==> config.mk <==
export PLATFORM = sky130hd
export DESIGN_NAME = scw_top
export DESIGN_NICKNAME = d
export VERILOG_FILES = /design/src/scw_pkg.sv /design/src/scw_sync3.sv /design/src/scw_top.sv /design/src/scw_wake_seq.sv
export SDC_FILE = /design/constraint.sdc
export NUM_CORES = 1
export LEC_CHECK = 0
export BUFFER_PORTS_ARGS = -buffer_cell sky130_fd_sc_hd__buf_4
export CORE_MARGIN = 1.5
export CORE_UTILIZATION = 50
export CTS_BUF_LIST = sky130_fd_sc_hd__clkbuf_2
export DETAILED_ROUTE_END_ITERATION = 10
export PLACE_DENSITY = 0.77
export SYNTH_ARGS = -nofsm -noshare
export SYNTH_HDL_FRONTEND = slang
export SYNTH_SLANG_ARGS = --single-unit
==> constraint.sdc <==
create_clock -name core_clk -period 2.15 [get_ports core_clk]
set_input_delay 0.215 -clock core_clk [delete_from_list [all_inputs] [get_ports core_clk]]
set_output_delay 0.215 -clock core_clk [all_outputs]
set_load 0.1 [all_outputs]
==> src/scw_pkg.sv <==
// Constants, carriers and register map of the sleep clock and wake control block.
// Assumes a single 125 MHz core clock and a synchronous active-high reset.
package scw_pkg;

    localparam int SCW_ADDR_W = 12;

    // Register indices; byte address is four times the index
    localparam logic [31:0] IDX_GATE_LO = 32'h4000100c;
    localparam logic [31:0] IDX_GATE_HI = 32'h4000100d;
    localparam logic [31:0] IDX_WAKE_CFG = 32'h4000100e;
    localparam logic [31:0] IDX_PWR_CTRL = 32'h4000100f;
    localparam logic [31:0] IDX_WAKE_STAT = 32'h40001010;
    localparam logic [31:0] IDX_PWR_PLAN = 32'h40001020;
    localparam logic [31:0] IDX_AUX_TRIM = 32'h40001022;
    localparam logic [31:0] IDX_BAT_CTRL = 32'h40001024;
    localparam logic [31:0] IDX_BAT_CFG = 32'h40001025;
    localparam logic [31:0] IDX_BAT_STATE = 32'h40001026;

    localparam logic [7:0] GATE_LO_RESET = 8'h00;
    localparam logic [7:0] GATE_HI_RESET = 8'h00;
    localparam logic [7:0] GATE_HI_WMASK = 8'h95;
    localparam logic [7:0] WAKE_CFG_RESET = 8'h20;
    localparam logic [7:0] WAKE_CFG_WMASK = 8'hf9;
    localparam logic [7:0] PWR_CTRL_RESET = 8'h00;
    localparam logic [7:0] PWR_CTRL_WMASK = 8'h70;
    localparam logic [7:0] PWR_CTRL_RMASK = 8'h30;
    localparam logic [15:0] PWR_PLAN_RESET = 16'h11df;
    localparam logic [15:0] PWR_PLAN_WMASK = 16'hffdf;
    localparam logic [15:0] AUX_TRIM_RESET = 16'h0022;
    localparam logic [15:0] AUX_TRIM_WMASK = 16'h003f;
    localparam logic [7:0] BAT_CTRL_RESET = 8'h00;
    localparam logic [7:0] BAT_CTRL_WMASK = 8'h0f;
    localparam logic [7:0] BAT_CFG_RESET = 8'h02;

    localparam int WAKE_SHORT_BIT = 7;
    localparam int WAKE_LATCH_BIT = 6;
    localparam int WAKE_BAT_BIT = 5;
    localparam int WAKE_PIN_BIT = 4;
    localparam int WAKE_ALARM_BIT = 3;
    localparam int WAKE_USB_BIT = 0;
    localparam int PWR_RET_LV_BIT = 6;
    localparam int PWR_SMALL_BIT = 5;
    localparam int PWR_MAIN_BIT = 4;
    localparam int STAT_BUSY_BIT = 7;
    localparam int STAT_LIVE_BIT = 4;

    localparam int CORE_CLK_MHZ = 125;
    localparam int HS_OSC_STARTUP_NS = 1000;
    localparam int HS_OSC_STARTUP_CYCLES = (HS_OSC_STARTUP_NS * CORE_CLK_MHZ + 999) / 1000;
    localparam int WAKE_SHORT_CYCLES = 520;
    localparam int WAKE_LONG_CYCLES = 3590;
    localparam int WAKE_CNT_W = 13;

    localparam logic [1:0] RESP_OKAY = 2'b00;
    localparam logic [1:0] RESP_SLVERR = 2'b10;

    typedef struct packed {
        logic [3:0] serial;
        logic [3:0] timer;
        logic radioCtrl;
        logic usbCtrl;
        logic pulseWidth;
        logic serialPeriph;
        logic smallSram;
        logic mainSram;
    } scw_gate_s;

    typedef struct packed {
        logic batteryLow;
        logic pinEvent;
        logic clockAlarm;
        logic usbEvent;
    } scw_wake_ev_s;

    function automatic logic [SCW_ADDR_W-1:0] scwByteAddr(input logic [31:0] idx);
        return {idx[SCW_ADDR_W-3:0], 2'b00};
    endfunction

endpackage

==> src/scw_sync3.sv <==
// Three-stage synchroniser for levels arriving from outside the core clock.
// A change is passed on once the second and third stages agree.
`timescale 1ns/1ps
module scw_sync3 #(
    parameter int W = 1
) (
    input wire logic core_clk,
    input wire logic rst,
    input wire logic [W-1:0] din,
    output logic [W-1:0] dout
);
    logic [W-1:0] stage1;
    logic [W-1:0] stage2;
    logic [W-1:0] stage3;
    wire [W-1:0] agree = ~(stage2 ^ stage3);

    always_ff @(posedge core_clk)
    begin
        if (rst)
        begin
            stage1 <= '0;
            stage2 <= '0;
            stage3 <= '0;
            dout <= '0;
        end
        else
        begin
            stage1 <= din;
            stage2 <= stage1;
            stage3 <= stage2;
            dout <= (agree & stage3) | (~agree & dout);
        end
    end
endmodule

==> src/scw_top.sv <==
// Sleep clock gating, wake source selection and sram retention control.
// Assumes an AXI4-Lite master on the core clock and wake events from other domains.
//
// Local design decision: the AXI4-Lite register port.
`timescale 1ns/1ps
module scw_top
    import scw_pkg::*;
(
    input wire logic core_clk,
    input wire logic rst,
    input wire logic [scw_pkg::SCW_ADDR_W-1:0] awaddr,
    input wire logic awvalid,
    output logic awready,
    input wire logic [31:0] wdata,
    input wire logic [3:0] wstrb,
    input wire logic wvalid,
    output logic wready,
    output logic [1:0] bresp,
    output logic bvalid,
    input wire logic bready,
    input wire logic [scw_pkg::SCW_ADDR_W-1:0] araddr,
    input wire logic arvalid,
    output logic arready,
    output logic [31:0] rdata,
    output logic [1:0] rresp,
    output logic rvalid,
    input wire logic rready,
    input wire logic sleepActive,
    input wire scw_pkg::scw_wake_ev_s wakeEventIn,
    input wire logic [7:0] batStateIn,
    output scw_pkg::scw_gate_s clockGate,
    output scw_pkg::scw_wake_ev_s wakeSourceEn,
    output logic retentionLowVoltage,
    output logic wakeBusy,
    output logic wakeDone,
    output logic [15:0] powerPlan,
    output logic [15:0] auxTrim,
    output logic [7:0] batDetCtrl,
    output logic [7:0] batDetCfg
);
    import scw_pkg::*;

    // Bus byte address of each register: four times its index
    localparam logic [SCW_ADDR_W-1:0] A_GATE_LO = scwByteAddr(IDX_GATE_LO);
    localparam logic [SCW_ADDR_W-1:0] A_GATE_HI = scwByteAddr(IDX_GATE_HI);
    localparam logic [SCW_ADDR_W-1:0] A_WAKE_CFG = scwByteAddr(IDX_WAKE_CFG);
    localparam logic [SCW_ADDR_W-1:0] A_PWR_CTRL = scwByteAddr(IDX_PWR_CTRL);
    localparam logic [SCW_ADDR_W-1:0] A_WAKE_STAT = scwByteAddr(IDX_WAKE_STAT);
    localparam logic [SCW_ADDR_W-1:0] A_PWR_PLAN = scwByteAddr(IDX_PWR_PLAN);
    localparam logic [SCW_ADDR_W-1:0] A_AUX_TRIM = scwByteAddr(IDX_AUX_TRIM);
    localparam logic [SCW_ADDR_W-1:0] A_BAT_CTRL = scwByteAddr(IDX_BAT_CTRL);
    localparam logic [SCW_ADDR_W-1:0] A_BAT_CFG = scwByteAddr(IDX_BAT_CFG);
    localparam logic [SCW_ADDR_W-1:0] A_BAT_STATE = scwByteAddr(IDX_BAT_STATE);

    // Merge one byte lane of write data under strobe and writable mask
    function automatic logic [7:0] laneMerge(
        input logic [7:0] old,
        input logic [7:0] newVal,
        input logic strobe,
        input logic [7:0] mask
    );
        logic [7:0] sel;
        sel = strobe ? mask : 8'h00;
        return (old & ~sel) | (newVal & sel);
    endfunction

    // Register state
    logic [7:0] gateLo;
    logic [7:0] gateHi;
    logic [7:0] wakeCfg;
    logic [7:0] pwrCtrl;
    logic [7:0] batState;
    logic [3:0] wakeLatched;

    // Write channel holding
    logic awHeld;
    logic wHeld;
    logic [SCW_ADDR_W-1:0] wrAddr;
    logic [31:0] wrData;
    logic [3:0] wrStrb;

    // Synchronised inputs
    scw_wake_ev_s eventSync;
    logic [7:0] batStateSync;

    scw_sync3 #(
        .W(4)
    ) u_event_sync (
        .core_clk(core_clk),
        .rst(rst),
        .din(wakeEventIn),
        .dout(eventSync)
    );

    scw_sync3 #(
        .W(8)
    ) u_bat_sync (
        .core_clk(core_clk),
        .rst(rst),
        .din(batStateIn),
        .dout(batStateSync)
    );

    // Wake source qualification
    wire batWakeEn = wakeCfg[WAKE_BAT_BIT];
    wire pinWakeEn = wakeCfg[WAKE_PIN_BIT];
    wire alarmWakeEn = wakeCfg[WAKE_ALARM_BIT];
    wire usbWakeEn = wakeCfg[WAKE_USB_BIT];
    wire [3:0] sourceEnable = {batWakeEn, pinWakeEn, alarmWakeEn, usbWakeEn};
    wire latchMode = wakeCfg[WAKE_LATCH_BIT];
    wire [3:0] qualified = eventSync & sourceEnable;
    wire [3:0] latchSet = (latchMode && sleepActive) ? qualified : 4'h0;
    wire [3:0] wakeCause = latchMode ? (qualified | wakeLatched) : qualified;
    wire seqStart = sleepActive && (|wakeCause) && !wakeBusy;
    // Without latching, losing every enabled event cancels a count under way
    wire seqAbort = !latchMode && !(|qualified);

    scw_wake_seq u_wake_seq (
        .core_clk(core_clk),
        .rst(rst),
        .start(seqStart),
        .abort(seqAbort),
        .shortSel(wakeCfg[WAKE_SHORT_BIT]),
        .busy(wakeBusy),
        .done(wakeDone)
    );

    // Write decode
    wire doWrite = awHeld && wHeld && !bvalid;

    wire wrGateLo = (wrAddr == A_GATE_LO);
    wire wrGateHi = (wrAddr == A_GATE_HI);
    wire wrWakeCfg = (wrAddr == A_WAKE_CFG);
    wire wrPwrCtrl = (wrAddr == A_PWR_CTRL);
    wire wrWakeStat = (wrAddr == A_WAKE_STAT);
    wire wrPwrPlan = (wrAddr == A_PWR_PLAN);
    wire wrAuxTrim = (wrAddr == A_AUX_TRIM);
    wire wrBatCtrl = (wrAddr == A_BAT_CTRL);
    wire wrBatCfg = (wrAddr == A_BAT_CFG);
    wire wrMapped = wrGateLo || wrGateHi || wrWakeCfg || wrPwrCtrl || wrWakeStat || wrPwrPlan
                    || wrAuxTrim || wrBatCtrl || wrBatCfg || (wrAddr == A_BAT_STATE);

    // Word access at the low gate address reaches both gate bytes
    wire [7:0] nextGateLo = laneMerge(gateLo, wrData[7:0], wrStrb[0], 8'hff);
    wire [7:0] nextGateHiWord = laneMerge(gateHi, wrData[15:8], wrStrb[1], GATE_HI_WMASK);
    wire [7:0] nextGateHiByte = laneMerge(gateHi, wrData[7:0], wrStrb[0], GATE_HI_WMASK);
    wire [7:0] nextWakeCfg = laneMerge(wakeCfg, wrData[7:0], wrStrb[0], WAKE_CFG_WMASK);
    wire [7:0] nextPwrCtrl = laneMerge(pwrCtrl, wrData[7:0], wrStrb[0], PWR_CTRL_WMASK);
    wire [15:0] nextPwrPlan = {laneMerge(powerPlan[15:8], wrData[15:8], wrStrb[1], PWR_PLAN_WMASK[15:8]),
                               laneMerge(powerPlan[7:0], wrData[7:0], wrStrb[0], PWR_PLAN_WMASK[7:0])};
    wire [15:0] nextAuxTrim = {laneMerge(auxTrim[15:8], wrData[15:8], wrStrb[1], AUX_TRIM_WMASK[15:8]),
                               laneMerge(auxTrim[7:0], wrData[7:0], wrStrb[0], AUX_TRIM_WMASK[7:0])};
    wire [7:0] nextBatCtrl = laneMerge(batDetCtrl, wrData[7:0], wrStrb[0], BAT_CTRL_WMASK);
    wire [7:0] nextBatCfg = laneMerge(batDetCfg, wrData[7:0], wrStrb[0], 8'hff);
    wire [3:0] latchClear = (doWrite && wrWakeStat && wrStrb[0]) ? wrData[3:0] : 4'h0;
    wire [3:0] next_wakeLatched = latchSet | (wakeLatched & ~latchClear & ~{4{wakeDone}});

    // Read decode
    wire [7:0] wakeStat = {wakeBusy, 2'b00, |qualified, wakeLatched};
    wire rdMapped = (araddr == A_GATE_LO) || (araddr == A_GATE_HI) || (araddr == A_WAKE_CFG)
                    || (araddr == A_PWR_CTRL) || (araddr == A_WAKE_STAT) || (araddr == A_PWR_PLAN)
                    || (araddr == A_AUX_TRIM) || (araddr == A_BAT_CTRL) || (araddr == A_BAT_CFG)
                    || (araddr == A_BAT_STATE);
    logic [31:0] readValue;

    always_comb
    begin
        readValue = 32'h0000_0000;
        unique case (araddr)
            A_GATE_LO: readValue = {16'h0000, gateHi, gateLo};
            A_GATE_HI: readValue = {24'h00_0000, gateHi};
            A_WAKE_CFG: readValue = {24'h00_0000, wakeCfg};
            A_PWR_CTRL: readValue = {24'h00_0000, pwrCtrl & PWR_CTRL_RMASK};
            A_WAKE_STAT: readValue = {24'h00_0000, wakeStat};
            A_PWR_PLAN: readValue = {16'h0000, powerPlan};
            A_AUX_TRIM: readValue = {16'h0000, auxTrim};
            A_BAT_CTRL: readValue = {24'h00_0000, batDetCtrl};
            A_BAT_CFG: readValue = {24'h00_0000, batDetCfg};
            A_BAT_STATE: readValue = {24'h00_0000, batState};
            default: readValue = 32'h0000_0000;
        endcase
    end

    // Write address and data channels, taken in either order
    always_ff @(posedge core_clk)
    begin
        if (rst)
        begin
            awHeld <= 1'b0;
            wHeld <= 1'b0;
            awready <= 1'b0;
            wready <= 1'b0;
            wrAddr <= '0;
            wrData <= 32'h0000_0000;
            wrStrb <= 4'h0;
        end
        else
        begin
            if (awvalid && awready)
            begin
                awHeld <= 1'b1;
                wrAddr <= awaddr;
            end
            else if (doWrite)
            begin
                awHeld <= 1'b0;
            end

            if (wvalid && wready)
            begin
                wHeld <= 1'b1;
                wrData <= wdata;
                wrStrb <= wstrb;
            end
            else if (doWrite)
            begin
                wHeld <= 1'b0;
            end

            // Each channel refuses from the cycle after a take while its beat is held and while a response waits
            awready <= !awHeld && !bvalid && !(awvalid && awready);
            wready <= !wHeld && !bvalid && !(wvalid && wready);
        end
    end

    // Write response and register update
    always_ff @(posedge core_clk)
    begin
        if (rst)
        begin
            bvalid <= 1'b0;
            bresp <= RESP_OKAY;
            gateLo <= GATE_LO_RESET;
            gateHi <= GATE_HI_RESET;
            wakeCfg <= WAKE_CFG_RESET;
            pwrCtrl <= PWR_CTRL_RESET;
            powerPlan <= PWR_PLAN_RESET;
            auxTrim <= AUX_TRIM_RESET;
            batDetCtrl <= BAT_CTRL_RESET;
            batDetCfg <= BAT_CFG_RESET;
        end
        else
        begin
            if (bvalid && bready)
            begin
                bvalid <= 1'b0;
            end
            else if (doWrite)
            begin
                bvalid <= 1'b1;
                bresp <= wrMapped ? RESP_OKAY : RESP_SLVERR;
            end

            if (doWrite && wrGateLo)
            begin
                gateLo <= nextGateLo;
                gateHi <= nextGateHiWord;
            end

            if (doWrite && wrGateHi)
            begin
                gateHi <= nextGateHiByte;
            end

            if (doWrite && wrWakeCfg)
            begin
                wakeCfg <= nextWakeCfg;
            end

            if (doWrite && wrPwrCtrl)
            begin
                pwrCtrl <= nextPwrCtrl;
            end

            if (doWrite && wrPwrPlan)
            begin
                powerPlan <= nextPwrPlan;
            end

            if (doWrite && wrAuxTrim)
            begin
                auxTrim <= nextAuxTrim;
            end

            if (doWrite && wrBatCtrl)
            begin
                batDetCtrl <= nextBatCtrl;
            end

            if (doWrite && wrBatCfg)
            begin
                batDetCfg <= nextBatCfg;
            end
        end
    end

    // Read channel
    always_ff @(posedge core_clk)
    begin
        if (rst)
        begin
            arready <= 1'b0;
            rvalid <= 1'b0;
            rdata <= 32'h0000_0000;
            rresp <= RESP_OKAY;
        end
        else
        begin
            // A new address waits until the previous read data is taken
            arready <= !rvalid && !(arvalid && arready);

            if (arvalid && arready)
            begin
                rvalid <= 1'b1;
                rdata <= readValue;
                rresp <= rdMapped ? RESP_OKAY : RESP_SLVERR;
            end
            else if (rvalid && rready)
            begin
                rvalid <= 1'b0;
            end
        end
    end

    // Latched wake events and sampled battery state; a new event beats a clear
    always_ff @(posedge core_clk)
    begin
        if (rst)
        begin
            wakeLatched <= 4'h0;
            batState <= 8'h00;
        end
        else
        begin
            wakeLatched <= next_wakeLatched;
            batState <= batStateSync;
        end
    end

    assign clockGate = '{serial: gateLo[7:4], timer: gateLo[3:0], radioCtrl: gateHi[7], usbCtrl: gateHi[4],
                         pulseWidth: gateHi[2], serialPeriph: gateHi[0], smallSram: pwrCtrl[PWR_SMALL_BIT],
                         mainSram: pwrCtrl[PWR_MAIN_BIT]};
    assign wakeSourceEn = sourceEnable;
    assign retentionLowVoltage = pwrCtrl[PWR_RET_LV_BIT];
endmodule

==> src/scw_wake_seq.sv <==
// Post-wake delay sequencer: counts oscillator startup plus the selected delay.
// Assumes start and abort are on the core clock.
`timescale 1ns/1ps
module scw_wake_seq
    import scw_pkg::*;
(
    input wire logic core_clk,
    input wire logic rst,
    input wire logic start,
    input wire logic abort,
    input wire logic shortSel,
    output logic busy,
    output logic done
);
    typedef enum logic [1:0] {SEQ_IDLE = 2'b00, SEQ_WAIT = 2'b01, SEQ_DONE = 2'b11} scw_seq_e;
    localparam logic [WAKE_CNT_W-1:0] SHORT_LOAD = WAKE_CNT_W'(HS_OSC_STARTUP_CYCLES + WAKE_SHORT_CYCLES - 1);
    localparam logic [WAKE_CNT_W-1:0] LONG_LOAD = WAKE_CNT_W'(HS_OSC_STARTUP_CYCLES + WAKE_LONG_CYCLES - 1);

    scw_seq_e state;
    logic [WAKE_CNT_W-1:0] count;
    wire [WAKE_CNT_W-1:0] loadValue = shortSel ? SHORT_LOAD : LONG_LOAD;
    wire countZero = (count == '0);

    always_ff @(posedge core_clk)
    begin
        if (rst)
        begin
            state <= SEQ_IDLE;
            count <= '0;
            busy <= 1'b0;
            done <= 1'b0;
        end
        else
        begin
            done <= 1'b0;
            unique case (state)
                SEQ_IDLE:
                begin
                    if (start)
                    begin
                        state <= SEQ_WAIT;
                        count <= loadValue;
                        busy <= 1'b1;
                    end
                end
                SEQ_WAIT:
                begin
                    if (abort)
                    begin
                        state <= SEQ_IDLE;
                        busy <= 1'b0;
                    end
                    else if (countZero)
                    begin
                        state <= SEQ_DONE;
                        busy <= 1'b0;
                        done <= 1'b1;
                    end
                    else
                    begin
                        count <= count - 1'b1;
                    end
                end
                SEQ_DONE:
                begin
                    state <= SEQ_IDLE;
                end
                default:
                begin
                    state <= SEQ_IDLE;
                    busy <= 1'b0;
                end
            endcase
        end
    end
endmodule
=== After elaboration in Yosys (flattened, before gate mapping) ===
Index checks and enable logic that the tools add are counted.

* Muxes and demuxes: 36
* Add/subtract/negate cells: 1
* Div/mod/pow operators: 0
* $lt $le $gt $ge: 0
* Shift operators: 0
* Bitwise logic cells: 60
* Eq/ne operators: 26
* Reduce and logical (&&, ||, !) cells: 69
* $mul: 0

{| class="wikitable"
|+ Operators with widths
! operator !! count
|-
| 16-bit case mux with 10 select lines || 1
|-
| 8-bit bitwise AND || 18
|-
| 12-bit by 8-bit == test with 1-bit output (second input constant) || 10
|-
| 12-bit by 6-bit == test with 1-bit output (second input constant) || 8
|-
| 8-bit OR || 11
|-
| 8-bit 2-to-1 mux || 8
|-
| 8-bit NOT || 8
|-
| 13-bit 2-to-1 mux || 3
|-
| 1-bit logical AND || 26
|-
| 13-bit case mux with 2 select lines || 1
|-
| 12-bit by 7-bit == test with 1-bit output (second input constant) || 2
|-
| 4-bit bitwise AND || 5
|-
| 1-bit logical OR || 18
|-
| 4-bit 2-to-1 mux || 4
|-
| 4-bit NOT || 4
|-
| 13-bit logical NOT || 1
|-
| 13-bit by 1-bit subtractor with 13-bit output (second input constant) || 1
|-
| 12-bit 2-to-1 mux || 1
|-
| 4-bit OR || 3
|-
| 1-bit logical NOT || 10
|-
| 2-bit 2-to-1 mux || 5
|-
| 2-bit nonzero test || 5
|-
| 1-bit 2-to-1 mux || 9
|-
| 8-bit by 4-bit bitwise AND with 8-bit output || 1
|-
| other kinds (23) || 29
|}

* RAM bits: 0
* Flip-flop bits (word level): 222
* Memories kept: 0
* Output and inout port bits: 110
* ROM bits: 0
* Bits in latches: 0

=== Longest topological paths before layout ===
* Depth after elaboration: 11
* Gate-level depth with buffers: 9

=== By module ===
A second synthesis with hierarchy kept.

* Cells, all modules: 876
* Area, all modules: 7966.4 um2

{| class="wikitable"
|+ By module, submodules not included
! module !! instances !! cells each !! seq. area each (um2) !! area an instance (um2)
|-
| scw_top || 1 || 638 || 2422.3 || 5575.3
|-
| scw_wake_seq || 1 || 114 || 340.3 || 980.9
|-
| scw_sync3 (u_bat_sync) || 1 || 83 || 640.6 || 923.4
|-
| scw_sync3 (u_event_sync) || 1 || 41 || 320.3 || 486.7
|}

=== Worst setup path before layout ===
Ideal clock, no wire load.

* Kind: reg2reg
* From: reg bvalid
* To: reg with a tool-made name
* Arrival time: 2.553 ns
* Stages on the path, launching flop included: 7
* Clock period less this slack: 2.673 ns
* Setup slack: -0.523 ns
* Path buffers: 0
* Path through: dfxtp_1 > nand3b_1 > nor4_4 > nand2_1 > nor4_4 > nor2b_1 > a211o_2

{| class="wikitable"
|+ RTL lines
! item !! RTL line !! source
|-
| from (decl) || scw_top.sv:19 || <nowiki>output logic bvalid,</nowiki>
|-
| from (signal assigned) || scw_top.sv:231 || <nowiki>bvalid <= 1'b0;</nowiki>
|-
| from (signal assigned) || scw_top.sv:246 || <nowiki>bvalid <= 1'b0;</nowiki>
|-
| from (signal assigned) || scw_top.sv:250 || <nowiki>bvalid <= 1'b1;</nowiki>
|}

==> results.md <==
* Cells after Synth at 855
* Post-synth EDFFs at 0
* Worst setup EP type: flop
* Core Area at 14700 um2
* Critical path's slowest cell: or4_4
* Highest Clock Rate at 454.3 MHz
* Slowest stage delay, CP at 0.55 ns
* Area Overhead vs Synth at 30.15%
* Clock tree buffer depth at 2
* GR Overflow Total at 0
* I/O pin cnt at 190
* Hold Crit Start: araddr[6]
* R2R depth at 9
* Worst Path Max Fanout at 13
* Status: finished with violations
* Later-pin clock latency in the skew report at 0.76 ns
* DRC viols at 0
* Root Driver: clkbuf_2
* Tcrit/Tclk final at 1.024
* Synth Flop Type: dfxtp_1
* Worst-path clk slew at 0.28 ns
* Origin of the critical flop-to-flop path: wrAddr[11]$_SDFFE_PP0P_
* #FFs+latches synth at 186
* Post-Syn Area at 7606 um2
* Starting density of the core at 0.5174
* Worst clock skew at 0.04066 ns
* Power per cell area at 621.5 nW/um2
* Worst setup SP type: flop
* Routability cong. at 0.8982
* TritonCTS Buffers at 17
* CP Class: reg2reg
* Slew margin rel. at 0.5251
* Final nets at 1146
* Die ar. at 15960 um2
* Mean post-synth cell area at 8.896 um2
* Share of layout cells above drive strength 1 at 0.2208
* H-tree Lvls at 4
* RSZ-0062 raised after global routing: true
* Endpoint, Worst Hold: rdata[7]$_SDFFE_PP0P_
* Critical Path RT at 2.80 ns
* GR peak layer: met2
* Remaining antenna violation count after routing at 0
* Met3 GRT Util at 0.05863
* First drt pass iteration count at 5
* Row count at 44
* Number of vias per cell at 5.465
* Vias in the first global route at 6287
* Crit-path cells: or4_4, nor4_4, buf_6, nand3_2, buf_4, nor2_4, buf_12, nor2b_1, a211o_1
* Async S/R FF share, synth at 0
* Final setup fails at 20
* Crit path depth at 9
* Setup WS post-layout at -0.05099 ns
* Crit path max-delay family: simple AND/OR/NAND/NOR gates
* Yosys warnings at 0
* Post-DP HPWL at 13850 um
* Pins Over Slew Limit at 0
* DRT iter0 DRCs at 536
* Crit path DAT at 2.85 ns
* Register-to-Register Setup Slack at -0.05 ns
* Failing checks: negative setup slack
* Global Route Usage Sum at 0.2566
* Port Buffers at 138
* Met2 Use GR at 0.4276
* Unique masters post-synth at 60
* Met1 usage at 0.3254
* Hold Vio Cnt, Final at 0
* Leak at 3.860 nW
* Area after DPL at 8875 um2
* WL/cell at 16.24 um
* Antenna violations before repair at 1
* Die Ht at 126.3 um
* WHS at 0.06835 ns
* Max cap viols at 0
* Buf+Inv Stages, Crit Path at 3
* Worst slew pin tran at 0.7124 ns
* First-pass GRT wire length at 32490 um
* WL final at 20510 um
* Die width at 126.3 um
* Worst hold path class: in2reg
* Tmin final at 2.201 ns
* CTS sink cnt at 186
* Peak VDD IR at 0.0005290 V
* Hold Path Stages at 5
* Final instance area at 9899 um2
* Vias after detailed routing at 6902
* Largest net degree at the start of global routing at 66
* Post-layout util at 0.6735
* Post-synthesis sequential area ratio at 0.4896
* TritonCTS clock tree: yes
==> synthesized netlist by cell type (2+ instances only) <==
cell / number / area [um2]
xnor2_1: 4 / 35.03
nor3_1: 11 / 55.05
o21bai_1: 3 / 22.52
a221oi_1: 2 / 17.52
inv_1: 13 / 48.80
nor2_2: 2 / 12.51
or3_1: 6 / 37.54
o31ai_1: 2 / 15.01
o21ai_0: 27 / 135.1
mux2i_1: 38 / 380.4
a21oi_1: 77 / 385.4
clkbuf_1: 48 / 180.2
nor3b_1: 3 / 22.52
nand2_1: 102 / 382.9
nand2b_1: 5 / 31.28
a22oi_1: 22 / 165.2
nor4bb_1: 3 / 30.03
dfxtp_1: 186 / 3724
a211oi_1: 4 / 30.03
xor2_1: 4 / 35.03
nor2b_1: 65 / 406.6
nor4_1: 8 / 50.05
nand3b_1: 3 / 22.52
o22ai_1: 3 / 18.77
and2_1: 6 / 37.54
nor2_1: 73 / 274.0
nor3_2: 2 / 20.02
a211o_1: 13 / 113.9
or2_2: 2 / 12.51
nand3_1: 18 / 90.09
a222oi_1: 4 / 40.04
and3_1: 4 / 25.02
buf_4: 37 / 277.8
a31oi_1: 7 / 43.79
nand4_1: 14 / 87.58
a22o_1: 6 / 52.55
nor4b_1: 2 / 17.52
nor4_4: 2 / 42.54
and3b_1: 3 / 26.28
==> routing by layer <==
layer  share of wire  vias up
met4           0.030        0
met5               0        -
met2            0.47      309
met1            0.43     3210
met3           0.075       55
li1                -     3328
==> area by class of cell <==
class,instances,area (um2)
fillers,1180,4800
diodes,1,2.502
inverters,13,48.80
clock inverters,14,146.4
flip-flops and latches,186,3731
clock buffers,18,90.09
repair buffers,245,2093
multi-input cells,602,3557
well taps,184,230.2
==> report_power, final <==
| part | total (mW) | leakage [nW] | switching [mW] | internal, mW |
|---|---|---|---|---|
| clock network | 1.77 | 0.145 | 1.22 | 0.549 |
| logic | 0.792 | 2.20 | 0.539 | 0.253 |
| registers | 3.59 | 1.51 | 0.0630 | 3.53 |
==> cells by family after synthesis <==
kind of cell / share of synthesized area
AO/OA/AOI/OAI: 0.1504
XOR/XNOR: 0.009211
adder cells (fa/ha/maj): 0.001645
buffers and inverters: 0.06728
flip-flops: 0.4896
multiplexers: 0.05445
other: 0.0004930
AND/OR/NAND/NOR: 0.2270
==> what timing repair did <==
item	in CTS	in global routing
endpoints found under the setup margin	24	54
pin swaps	0	2
gates resized for setup	4	15
setup buffers	3	3
hold buffers	67	0
endpoints found under the hold margin	89	0
==> how the worst max path moves through the flow <==
| stage | startpoint | endpoint |
|---|---|---|
| after floorplan | wrAddr[11]$_SDFFE_PP0P_ | flop |
| after global placement | wrAddr[11]$_SDFFE_PP0P_ | flop |
| after detailed placement | wrAddr[11]$_SDFFE_PP0P_ | flop |
| after CTS | wrAddr[11]$_SDFFE_PP0P_ | flop |
| after global routing | wrAddr[11]$_SDFFE_PP0P_ | flop |
| final | wrAddr[11]$_SDFFE_PP0P_ | flop |
==> stage by stage <==
| step | TNS (ns) | cells | power, mW | worst slack (ns) |
|---|---|---|---|---|
| 6_report | -0.4578 | 1263 | 6.152 | -0.05099 |
| 5_1_grt | -3.796 | 1263 | 6.376 | -0.1476 |
| 4_1_cts | 0 | 1259 | 6.148 | 0.01760 |
| 3_5_place_dp | -0.4106 | 1157 | 4.329 | -0.06135 |
| 3_3_place_gp | 0 | 1157 | 4.321 | 0.01328 |
| 2_1_floorplan | -0.07278 | 887 | 4.199 | -0.07278 |
==> cell usage in the layout, fill, tap and decap left out, types with 7 or more instances in the layout <==
| master | synthesis | routed |
|---|---|---|
| a211o_1 | 13 | 13 |
| a21oi_1 | 77 | 77 |
| a22oi_1 | 22 | 22 |
| a31oi_1 | 7 | 7 |
| buf_4 | 37 | 169 |
| clkbuf_2 | 0 | 18 |
| conb_1 | 1 | 33 |
| dfxtp_1 | 186 | 182 |
| dlygate4sd3_1 | 0 | 67 |
| inv_1 | 13 | 13 |
| mux2i_1 | 38 | 37 |
| nand2_1 | 102 | 102 |
| nand3_1 | 18 | 15 |
| nand4_1 | 14 | 14 |
| nor2_1 | 73 | 69 |
| nor2b_1 | 65 | 65 |
| nor3_1 | 11 | 11 |
| nor4_1 | 8 | 8 |
| o21ai_0 | 27 | 26 |
==> worst min-delay path, delay by kind of cell <==
family / cells / cell delay, ns
simple gates: 2 / 0.17
compound gates: 2 / 0.27
buf+inv: 1 / 0.14
Power figures use the tool's default switching activity.
